File: src/include/isf_cfg.svh
// What this block does
// - Host writing one to a status bit clears it; writing zero leaves it.
// - Software flag, bit 31, sets when software enable goes high.
// - Bit 25 sets once a stop was requested and the transmitter halted.
// - Bit 24 sets when the receiver halts.
// - Bit 23 sets when the dropped-frame counter top bit first becomes set.
// - Bit 21 sets when a marked transmit buffer is fully loaded.
// - Bit 20 sets when the programmed receive DMA amount was read out.
// - Bit 19 sets when the timer wraps from zero to FFFF.
// - Bit 18 is read-only and follows the PHY event source.
// - Bit 17 sets on power events regardless of the external signal.
// - Power events never wake; only a write to byte test does.
// - Hold-off interval never delays the power-event interrupt.
// - Bit 16 sets on a push into a full transmit status FIFO.
// - Bit 15 sets when a received packet exceeds 2048 bytes.
// - Bit 14 sets whenever the receiver reports an error.
// - Bit 13 sets whenever the transmitter reports an error.
// - Bit 11 sets when the transmit data FIFO underruns.
// - Bit 10 sets when the host writes a full transmit data FIFO.
// - Bit 9 sets when transmit free space exceeds its threshold.
// - Bit 8 on transmit status full, bit 7 on its level.
// - Bit 6 sets each time a received frame is dropped.
// - Bits 5, 4, 3 on receive data level, status full, status level.
// - Bits 2 to 0 latch pin events with configured trigger edge.
// - Flags record events even when their enable bit is clear.
// - Master indication is high while any enabled flag is set.
`ifndef ISF_CFG_SVH
`define ISF_CFG_SVH

`define ISF_FLAGS_OFF     8'h58
`define ISF_BYTE_TEST_OFF 8'h64

`define ISF_BIT_SW        31
`define ISF_BIT_TXSTOP    25
`define ISF_BIT_RXSTOP    24
`define ISF_BIT_DROPHALF  23
`define ISF_BIT_TXDONE    21
`define ISF_BIT_RXDMA     20
`define ISF_BIT_TIMER     19
`define ISF_BIT_PHY       18
`define ISF_BIT_POWER     17
`define ISF_BIT_TSOVF     16
`define ISF_BIT_RXWDT     15
`define ISF_BIT_RXERR     14
`define ISF_BIT_TXERR     13
`define ISF_BIT_TDUNDER   11
`define ISF_BIT_TDOVER    10
`define ISF_BIT_TDSPACE   9
`define ISF_BIT_TSFULL    8
`define ISF_BIT_TSLEVEL   7
`define ISF_BIT_DROP      6
`define ISF_BIT_RDLEVEL   5
`define ISF_BIT_RSFULL    4
`define ISF_BIT_RSLEVEL   3
`define ISF_BIT_PIN_LO    0

`define ISF_FLAGS_RESET   32'h0000_0000
`define ISF_LATCH_MASK    32'h83BB_EFFF
`define ISF_POWER_MASK    32'h0002_0000
`define ISF_WDT_BYTES     2048
`define ISF_TIMER_MAX     16'hFFFF

`endif

File: src/include/isf_pkg.sv
package isf_pkg;
  typedef logic [31:0] isf_word_t;
  typedef logic [7:0]  isf_addr_t;
  typedef enum logic {
    ISF_TRIG_RISE = 1'b0,
    ISF_TRIG_FALL = 1'b1
  } isf_trig_t;
endpackage

File: src/include/isf_pin_if.sv
`timescale 1ns/1ns
`default_nettype none
interface isf_pin_if #(parameter int PINS = 3);
  logic [PINS-1:0] level;
  logic [PINS-1:0] trigger;
  logic [PINS-1:0] event_hit;
  modport edge_side (input level, input trigger, output event_hit);
  modport top_side  (output level, output trigger, input event_hit);
endinterface
`default_nettype wire

File: src/isf_pin_edge.sv
`timescale 1ns/1ns
`default_nettype none
module isf_pin_edge
  import isf_pkg::*;
#(
  parameter int PINS = 3
) (
  input  wire logic  clk,
  input  wire logic  rst,
  isf_pin_if.edge_side pins
);
  logic [PINS-1:0] sync_a;
  logic [PINS-1:0] sync_b;
  logic [PINS-1:0] prev;
  logic [PINS-1:0] hit;

  // Two-flop synchroniser for the asynchronous pins
  always_ff @(posedge clk or posedge rst) begin
    if (rst) begin
      sync_a <= '0;
      sync_b <= '0;
    end else begin
      sync_a <= pins.level;
      sync_b <= sync_a;
    end
  end

  always_ff @(posedge clk or posedge rst) begin
    if (rst) begin
      prev <= '0;
    end else begin
      prev <= sync_b;
    end
  end

  always_comb begin
    for (int i = 0; i < PINS; i++) begin
      if (pins.trigger[i] == ISF_TRIG_FALL) begin
        hit[i] = prev[i] & ~sync_b[i];
      end else begin
        hit[i] = ~prev[i] & sync_b[i];
      end
    end
  end

  assign pins.event_hit = hit;
endmodule
`default_nettype wire

File: src/isf_top.sv
`timescale 1ns/1ns
`default_nettype none
`include "isf_cfg.svh"
module isf_top
  import isf_pkg::*;
#(
  parameter int PINS   = 3,
  parameter int DMA_W  = 12,
  parameter int LEN_W  = 14,
  parameter int LVL_W  = 8
) (
  input  wire logic             clk,
  input  wire logic             rst,
  // Register port
  input  wire logic             reg_wr,
  input  wire logic             reg_rd,
  input  wire isf_addr_t        reg_addr,
  input  wire isf_word_t        reg_wdata,
  output isf_word_t             reg_rdata,
  // Enable mask held elsewhere
  input  wire isf_word_t        irq_enable,
  // Transmitter and receiver
  input  wire logic             tx_stop_request,
  input  wire logic             tx_halted,
  input  wire logic             rx_halted,
  input  wire logic             tx_error,
  input  wire logic             rx_error,
  input  wire logic             drop_count_msb,
  input  wire logic             frame_dropped,
  input  wire logic             tx_buffer_loaded,
  input  wire logic             completion_notify_mark,
  input  wire logic             rx_frame_end,
  input  wire logic [LEN_W-1:0] rx_frame_bytes,
  // Receive DMA
  input  wire logic             rx_dma_load,
  input  wire logic [DMA_W-1:0] receive_dma_length,
  input  wire logic             rx_fifo_pop,
  // Timer, PHY, power
  input  wire logic [15:0]      timer_value,
  input  wire logic             phy_event,
  input  wire logic             power_event_detect,
  // FIFO state
  input  wire logic             tx_data_write,
  input  wire logic             tx_data_full,
  input  wire logic             tx_data_empty_need,
  input  wire logic [LVL_W-1:0] tx_free_blocks,
  input  wire logic [LVL_W-1:0] tx_space_level,
  input  wire logic             tx_status_push,
  input  wire logic             tx_status_full,
  input  wire logic [LVL_W-1:0] tx_status_used,
  input  wire logic [LVL_W-1:0] tx_status_level,
  input  wire logic [LVL_W-1:0] rx_free_blocks,
  input  wire logic [LVL_W-1:0] rx_space_level,
  input  wire logic             rx_status_full,
  input  wire logic [LVL_W-1:0] rx_status_used,
  input  wire logic [LVL_W-1:0] rx_status_level,
  // Pin events
  input  wire logic [PINS-1:0]  gpio_pins,
  input  wire logic [PINS-1:0]  gpio_trigger,
  // Outputs
  output logic                  irq_master,
  output logic                  irq_deferrable,
  output logic                  irq_power,
  output logic                  device_wake
);

  isf_word_t flags;
  isf_word_t next_flags;
  isf_word_t level_src;
  isf_word_t level_prev;
  isf_word_t pulse_src;
  isf_word_t set_vec;
  isf_word_t clr_vec;
  isf_word_t view;
  logic [15:0]      timer_prev;
  logic [DMA_W-1:0] dma_left;
  logic             dma_armed;
  logic             dma_done;
  logic             flags_wr;
  logic             test_wr;

  isf_pin_if #(.PINS(PINS)) pin_bus ();

  isf_pin_edge #(
    .PINS (PINS)
  ) u_pin_edge (
    .clk  (clk),
    .rst  (rst),
    .pins (pin_bus.edge_side)
  );

  assign pin_bus.level   = gpio_pins;
  assign pin_bus.trigger = gpio_trigger;

  // Rising-edge test shared by all level-type sources
  function automatic isf_word_t isf_rise(input isf_word_t cur, input isf_word_t old);
    return cur & ~old;
  endfunction

  // Readable image: stored flags plus the live PHY bit
  function automatic isf_word_t isf_image(input isf_word_t f, input logic phy);
    isf_word_t v;
    v = f & `ISF_LATCH_MASK;
    v[`ISF_BIT_PHY] = phy;
    return v;
  endfunction

  assign flags_wr = reg_wr && (reg_addr == `ISF_FLAGS_OFF);
  assign test_wr  = reg_wr && (reg_addr == `ISF_BYTE_TEST_OFF);

  // Conditions that set a flag on their rising edge
  always_comb begin
    level_src = '0;
    level_src[`ISF_BIT_SW]       = irq_enable[`ISF_BIT_SW];
    level_src[`ISF_BIT_TXSTOP]   = tx_stop_request & tx_halted;
    level_src[`ISF_BIT_RXSTOP]   = rx_halted;
    level_src[`ISF_BIT_DROPHALF] = drop_count_msb;
    level_src[`ISF_BIT_TDSPACE]  = tx_free_blocks > tx_space_level;
    level_src[`ISF_BIT_TSFULL]   = tx_status_full;
    level_src[`ISF_BIT_TSLEVEL]  = tx_status_used > tx_status_level;
    level_src[`ISF_BIT_RDLEVEL]  = rx_free_blocks < rx_space_level;
    level_src[`ISF_BIT_RSFULL]   = rx_status_full;
    level_src[`ISF_BIT_RSLEVEL]  = rx_status_used > rx_status_level;
  end

  // Events that set a flag in the cycle they occur
  always_comb begin
    pulse_src = '0;
    pulse_src[`ISF_BIT_TXDONE] = tx_buffer_loaded & completion_notify_mark;
    pulse_src[`ISF_BIT_RXDMA]  = dma_done;
    pulse_src[`ISF_BIT_TIMER]  = (timer_prev == 16'h0000)
                                 && (timer_value == `ISF_TIMER_MAX);
    pulse_src[`ISF_BIT_POWER]  = power_event_detect;
    pulse_src[`ISF_BIT_TSOVF]  = tx_status_push & tx_status_full;
    pulse_src[`ISF_BIT_RXWDT]  = rx_frame_end
                                 && (rx_frame_bytes > LEN_W'(`ISF_WDT_BYTES));
    pulse_src[`ISF_BIT_RXERR]  = rx_error;
    pulse_src[`ISF_BIT_TXERR]  = tx_error;
    pulse_src[`ISF_BIT_TDUNDER] = tx_data_empty_need;
    pulse_src[`ISF_BIT_TDOVER] = tx_data_write & tx_data_full;
    pulse_src[`ISF_BIT_DROP]   = frame_dropped;
    pulse_src[`ISF_BIT_PIN_LO +: PINS] = pin_bus.event_hit;
  end

  always_ff @(posedge clk or posedge rst) begin
    if (rst) begin
      level_prev <= '0;
    end else begin
      level_prev <= level_src;
    end
  end

  always_ff @(posedge clk or posedge rst) begin
    if (rst) begin
      timer_prev <= 16'h0000;
    end else begin
      timer_prev <= timer_value;
    end
  end

  // Receive DMA countdown; done fires on the last programmed pop
  always_ff @(posedge clk or posedge rst) begin
    if (rst) begin
      dma_left  <= '0;
      dma_armed <= 1'b0;
      dma_done  <= 1'b0;
    end else begin
      dma_done <= 1'b0;
      if (rx_dma_load) begin
        dma_left  <= receive_dma_length;
        dma_armed <= (receive_dma_length != '0);
      end else if (dma_armed && rx_fifo_pop) begin
        dma_left <= dma_left - DMA_W'(1);
        if (dma_left == DMA_W'(1)) begin
          dma_armed <= 1'b0;
          dma_done  <= 1'b1;
        end
      end
    end
  end

  // Enable bits play no part here: flags always record
  assign set_vec = (pulse_src | isf_rise(level_src, level_prev)) & `ISF_LATCH_MASK;
  assign clr_vec = flags_wr ? (reg_wdata & `ISF_LATCH_MASK) : '0;

  // A set in the same cycle as the clear wins
  always_comb begin
    next_flags = ((flags & ~clr_vec) | set_vec) & `ISF_LATCH_MASK;
  end

  always_ff @(posedge clk or posedge rst) begin
    if (rst) begin
      flags <= `ISF_FLAGS_RESET;
    end else begin
      flags <= next_flags;
    end
  end

  assign view = isf_image(flags, phy_event);

  always_ff @(posedge clk or posedge rst) begin
    if (rst) begin
      reg_rdata <= '0;
    end else if (reg_rd) begin
      reg_rdata <= (reg_addr == `ISF_FLAGS_OFF) ? view : '0;
    end
  end

  // Master line ignores hold-off and output enable
  always_ff @(posedge clk or posedge rst) begin
    if (rst) begin
      irq_master <= 1'b0;
    end else begin
      irq_master <= |(view & irq_enable);
    end
  end

  // Power event kept apart so hold-off never reaches it
  always_ff @(posedge clk or posedge rst) begin
    if (rst) begin
      irq_deferrable <= 1'b0;
      irq_power      <= 1'b0;
    end else begin
      irq_deferrable <= |(view & irq_enable & ~`ISF_POWER_MASK);
      irq_power      <= view[`ISF_BIT_POWER] & irq_enable[`ISF_BIT_POWER];
    end
  end

  // Wake comes only from a byte-test write, never a power event
  always_ff @(posedge clk or posedge rst) begin
    if (rst) begin
      device_wake <= 1'b0;
    end else begin
      device_wake <= test_wr;
    end
  end

endmodule
`default_nettype wire

File: config.mk
export PLATFORM = sky130hd
export DESIGN_NAME = isf_top
export DESIGN_NICKNAME = d
export VERILOG_FILES = /design/src/include/isf_pkg.sv /design/src/include/isf_pin_if.sv /design/src/isf_pin_edge.sv /design/src/isf_top.sv
export VERILOG_INCLUDE_DIRS = /design/src /design/src/include
export SDC_FILE = /design/constraint.sdc
export NUM_CORES = 1
export LEC_CHECK = 0
export BUFFER_PORTS_ARGS = -buffer_cell sky130_fd_sc_hd__buf_2
export CORE_MARGIN = 2
export CORE_UTILIZATION = 44
export CTS_BUF_LIST = sky130_fd_sc_hd__clkbuf_8
export DETAILED_ROUTE_END_ITERATION = 16
export PLACE_DENSITY = 0.76
export RECOVER_POWER = 50
export SYNTH_ARGS = -nofsm -noshare
export SYNTH_HDL_FRONTEND = slang
export SYNTH_SLANG_ARGS = --single-unit
File: constraint.sdc
create_clock -name clk -period 4.2 [get_ports clk]
set_clock_uncertainty 0.15 [all_clocks]
set_input_delay 0.21 -clock clk [delete_from_list [all_inputs] [get_ports clk]]
set_output_delay 0.21 -clock clk [all_outputs]
set_load 0.02 [all_outputs]
==> impl_results.md, run 1 <==
- Yosys cell types: 43
- # setup viols final: 0
- Max Cap Viol: 0
- Avg WL per Cell: 15.1 microns
- Final worst-path cycle share: between 60% and 70%
- Critical path class: in2reg
- Final cell count without fillers: 930
- Critical Path RT: 4280 ps
- Power Dens Cells: 285 nW/um^2
- Placeable Area: about 11000 sq um
- Post-synth top area share: 51.8%
- Post-CTS resize count: 0
- CP arrival: between 2000 and 3000 ps
- Cell count after synthesis: 493
- Post-Place Cells: 844
- Vias in the first global route: slightly above 5000
- Largest net degree at the start of global routing: 68
- Clock Power Share: 31.6%
- Die Area: 12100 sq um
- Max Slew Vio Count: 0
- Setup crit start kind: input port
- Post-CTS setup buffers: 0
- Setup TNS: 0 ps
- Status: finished clean
- Routability-driven placement congestion ratio: around 0.84
- Vias per inst: 5.06
- Hold Vio Cnt, Final: 0
- Synth Cell Area: 4920 sq um
- FF+latch count, synth: 102
- Slew at the pin closest to its max-slew limit: between 1000 and 1500 ps
- Worst VDD drop: 0.166 mV
- CTS tree: built
- Hpwl dp: 10.1 mm
- Reg power frac: between 50 and 60%
- RSZ-0062 raised after global routing: false
- Worst setup margin: 1450 ps
- First-pass GRT wire length: about 22 mm
- Post-DP Area: 6130 sq um
- Syn_area_per_cell: 9.99 sq um
- Initial Util: roughly 45%
- Most common cell after layout, fill and taps aside: buf_2
- Most frequent cells in the layout: buf_2 (173), dfrtp_1 (102), nand2_1 (76)
- # fillers: around 910
- Place WS: roughly 1700 ps
- Die Y-Extent: 110 microns
- CTS Buffer Depth: 2
- Top_reg_cell synth: dfrtp_1
- Area growth, synth to finish: 41.7%
- Fraction of registers with async set or reset after synthesis: 100%
- Storage element area: 2550 sq um
- Worst Hold Class: in2reg
- IO buf count: 221
- Routed WL: 14.1 mm
- Min Clock Period, post-route: 2750 ps
- Cell area after layout: ~7000 sq um
- Clock sink count: 102
- Die outline width: 110 microns
- Critical Path Sink Type: flip-flop
- Clock latency on the worst-skew pair: 350 ps
- Crit Path Max Fanout: 21
- H-Tree Depth: 3
- Tot Pwr: 1.99 mW
- First-iteration detailed-routing DRC count: 263
- Sw frac: 25.5%
- Gate power share: ~16%
- Total GRT Usage: roughly a quarter
- Nets: approximately 1000
- CTS clk-pin slew, worst paths: 90 ps
- Drt pass-1 iters: 4
- Antenna violations before repair: 0
- Gr ovfl total: 0
- Power Internal: 1.48 mW
- Row count: 38
- Vias: around 4700
- Share of layout cells above drive strength 1: 24.7%
- Largest cells by area after synthesis: dfrtp_1 (52%), ha_1 (8.4%), nand2_1 (5.8%)
- Hold-fix buffers, CTS: 70
- NetSw: 508 uW
- Root Buffer: clkbuf_8
- Final antenna-violating net count: 0
- Fmax: 0.363 GHz
- # DRC: 0
- TritonCTS Buffers: 9
- Post-synthesis sequential area ratio: between 50 and 60%
- Static Leakage: 3.36 nW
- Synth warn: 0
- I/O pins: 244
- Largest area contributor in the netlist: dfrtp_1
- Number of enable flip-flop cells after synthesis: 0
- Slew HR: 30.9%
- Diodes inserted: 0
- Multi-input gate area: 2040 sq um
[state kept, by name (all words and copies together), names as in the netlist]
signal and flops:
reg_rdata 25, flags 24, timer_prev 16, dma_left 12, level_prev 10, u_pin_edge.prev 3, u_pin_edge.sync_a 3, u_pin_edge.sync_b 3
device_wake 1, dma_armed 1, dma_done 1, irq_deferrable 1, irq_master 1, irq_power 1
[through the flow]
stage / hold WS (ps) / util (%)
6_report: 42.6 / 64.1
5_1_grt: 26.3 / 64.1
4_1_cts: 21.2 / 64.6
3_5_place_dp: 170 / 56.3
3_3_place_gp: 168 / 56.3
2_1_floorplan: 91.4 / -
[metal layers]
layer / track usage, % / share of wire [%] / up-vias
li1: - / - / 2271
met1: 27.2 / 40 / 2200
met2: 43.7 / 51 / 195
met3: 4.03 / 5.0 / 44
met4: 10.4 / 3.7 / 0
met5: 0 / 0 / -
[layout make-up]
class / count / share of cell area, %
inverter: 66 / 3.59
multi-input combinational: 314 / 29.2
sequential: 102 / 36.6
clock inverter: 6 / 0.968
timing repair buffer: 292 / 25.1
clock buffer: 10 / 1.97
tap: 140 / 2.51
[synth_stat cells, types with 6 or more instances]
master and number:
dfrtp_1 102, nand2_1 76, inv_1 66, o21ai_0 48
ha_1 33, a21o_1 15, a22oi_1 15, a22o_1 11
a21oi_1 10, nand4_1 10, nor2_1 10, nor4_1 9
buf_4 8, nor3_1 7, and4_1 6
[worst max-delay path, stage by stage]
cell and delay, ps:
buf_2 100, nor4b_1 710, and3_1 900, nand2_1 130, a22o_1 220, dlygate4sd3_1 560
[cells by family (layout without fill, tap and decap cells)]
logic type / after synthesis / after routing / share of synthesized area [%]
and+or+nand+nor: 153 / 153 / 16.1
AOI/OAI and AO/OA: 112 / 112 / 14.8
DFF: 102 / 102 / 51.8
buffers and inverters: 83 / 374 / 7.22
adders and majority gates: 33 / 33 / 8.38
xor gates and xnor gates: 9 / 9 / 1.60
other: 1 / 7 / 0.0761
[power by group through the flow]
stage                     Combinational (mW)  Clock [mW]  Sequential (mW)
after floorplan                        0.144           0             1.06
after global placement                 0.258           0             1.06
after detailed placement               0.272           0             1.06
after CTS                              0.319       0.654             1.04
after global routing                   0.359       0.690             1.05
final                                  0.318       0.630             1.04
[worst paths after layout]
kind	cells past startpoint	slack, ps	startpoint	end
min	3	40	reg_wdata[23]	flags[23]
max in group asynchronous	4	2470	rst	timer_prev[14]
max reg2reg	4	2080	dma_left[6]	dma_left[11]
max	6	1450	reg_addr[1]	flags[15]
min reg2reg	0	210	u_pin_edge.sync_a[1]	u_pin_edge.sync_b[1]
min in group asynchronous	3	440	rst	dma_left[7]
No activity file was read; power rests on OpenSTA's default activity.
==> inputs of run 2 (changes only) <==
==> constraint.sdc (replaced) <==
create_clock -name clk -period 2.6 [get_ports clk]
set_clock_uncertainty 0.15 [all_clocks]
set_input_delay 0.13 -clock clk [delete_from_list [all_inputs] [get_ports clk]]
set_output_delay 0.13 -clock clk [all_outputs]
set_load 0.02 [all_outputs]
==> run 2 against run 1 <==
  * Die area unchanged
  * Clock-buffer cell count decreased by 1
  * Final cell count increased by 1.2%
  * Critical endpoint unchanged
  * Critical path type unchanged
  * Routed wire length increased by 0.21%
==> impl_results.md, run 2 (same netlist as run 1, synthesis figures left out) <==
- Diodes inserted: 0
- Largest registers: reg_rdata (25), flags (24), timer_prev (16)
- RSZ-0062 raised after global routing: false
- Min Clock Period, post-route: 2140 ps
- Fmax: 0.468 GHz
- Antenna violations before repair: 0
- Top layer used by detailed routing: met4
- Vias per inst: 5.03
- Finished Core Util: 65.1%
- TritonCTS Buffers: 9
- WL met1: 5.53 mm
- Most frequent cells in the layout: buf_2 (174), dfrtp_1 (102), nand2_1 (76), dlygate4sd3_1 (76), inv_1 (65)
- Static Leakage: around 3.4 nW
- Post-DP Area: 6170 sq um
- Min Hold Slack: approximately 19 ps
- Worst R2R Setup Slack: 490 ps
- Worst r2r src: dma_left[6]
- Critical path class: in2reg
- Hold Vio Cnt, Final: 0
- Storage element area: 2550 sq um
- CP Cell Sequence: dlygate4sd3_1, clkbuf_1, and3_1, buf_4, nand2_1, a22o_1, dlygate4sd3_1
- Placeable Area: 10900 sq um
- Worst Hold Class: in2reg
- Tot Pwr: 3.31 mW
- Worst setup margin: 464 ps
- DR WL met2: 7.31 mm
- Post-CTS resize count: 0
- CTS clk-pin slew, worst paths: 90 ps
- Slew at the pin closest to its max-slew limit: 1220 ps
- CTS Buffer Depth: 2
- Area growth, synth to finish: 44.0%
- Clock latency on the worst-skew pair: 350 ps
- Crit Path Max Fanout: 19
- Die Area: 12100 sq um
- Critical Path Sink Type: flip-flop
- Setup crit start kind: input port
- Hold_sp: tx_stop_request
- Die Y-Extent: roughly 110 microns
- H-Tree Depth: 3
- Avg WL per Cell: 15.0 microns
- CP arrival: 2220 ps
- Row count: 38
- Hold Path End: flags[25]
- Gr ovfl total: 0
- # setup viols final: 0
- Final antenna-violating net count: 0
- IO buf count: 221
- Max reg flops: 25
- Clock sink count: 102
- Die outline width: roughly 110 microns
- # DRC: 0
- Family with the most delay on the worst path: buffers and inverters
- Setup TNS: 0 ps
- Vias: roughly 4700
- Root Buffer: clkbuf_8
- Routed WL: 14.1 mm
- I/O pins: 244
- Crit-path max cell delay: about 570 ps
- Hpwl dp: 10.5 mm
- Final cell count without fillers: 941
- Cell area after layout: 7090 sq um
- # fillers: 896
- Hold path cells: 3
- CTS tree: built
- Largest net degree at the start of global routing: 61
- Power Dens Cells: about 470 nW/um^2
- Place WS: 522 ps
- Drt pass-1 iters: 4
- Post-Place Cells: between 800 and 900
- Max Cap Viol: 0
- Routability-driven placement congestion ratio: 0.890
- Most common cell after layout, fill and taps aside: buf_2
- Critical path's slowest cell: dlygate4sd3_1
- Routed wl met3: 817 microns
- Multi-input gate area: 2040 sq um
- CP dominant cell by count: dlygate4sd3_1
- Status: finished clean
- Initial Util: 45.2%
- Share of layout cells above drive strength 1: 24.8%
- Final worst-path cycle share: 82.1%
- Worst Path Buf+Inv: 4
- Slew HR: 19.0%
- Nets: between 1000 and 1500
- Capturing point of the worst reg2reg path: dma_left[11]
- First-iteration detailed-routing DRC count: ~190
- Max Slew Vio Count: 0
- Biggest register: reg_rdata
- R2R depth: 4
- Vias in the first global route: around 4900
- First-pass GRT wire length: between 20 and 25 mm
- Total GRT Usage: 23.4%
- Critical Path RT: between 2000 and 3000 ps
- Worst VDD drop: 0.393 mV
## run 2: changes by cell type in the layout (fill, tap and decap cells not counted), moves of 2 or more
cell           previous run  this run
inv_6                     2         0
dlygate4sd3_1            70        76
inv_8                     0         2
buf_4                     1         3
## run 2: layout make-up
type	count	share of cell area, %
inverter	66	3.51
tap	140	2.47
clock buffer	9	1.75
clock inverter	7	1.50
multi-input combinational	314	28.8
sequential	102	36.0
timing repair buffer	303	26.0
## run 2: how the worst max path moves through the flow
stage                     start            to  slack (ps)  cells past startpoint
floorplan           dma_left[6]  dma_left[11]         590                      4
global placement    dma_left[6]  dma_left[11]         540                      4
detailed placement  dma_left[6]  dma_left[11]         520                      4
CTS                 dma_left[6]  dma_left[11]         490                      4
global route        reg_addr[2]  reg_rdata[5]         370                      7
finish                   reg_wr     flags[15]         460                      7
## run 2: timing repair
item                       4_1_cts  5_1_grt
hold endpoints to repair       166        0
setup endpoints to repair        0        0
hold buffers                    76        0
buffers inserted                 0        0
## run 2: worst reg2reg max path, delay by kind of cell, from the launching register on
| family | cells | cell delay (ps) |
|---|---|---|
| simple gates | 4 | 1470 |
| flops | 1 | 440 |
## run 2: where the power goes
group          internal (mW)  leakage [nW]  total (mW)  switching [mW]
Combinational          0.279          2.11       0.518           0.238
Sequential              1.64          1.19        1.68          0.0400
Clock                  0.557         0.109        1.11           0.554
Total                   2.48          3.41        3.31           0.832
## run 2: layer usage
layer	global-route usage (%)	up-vias
met2	42.9	191
li1	-	2288
met4	9.40	0
met1	26.5	2221
met3	4.51	34
met5	0	-
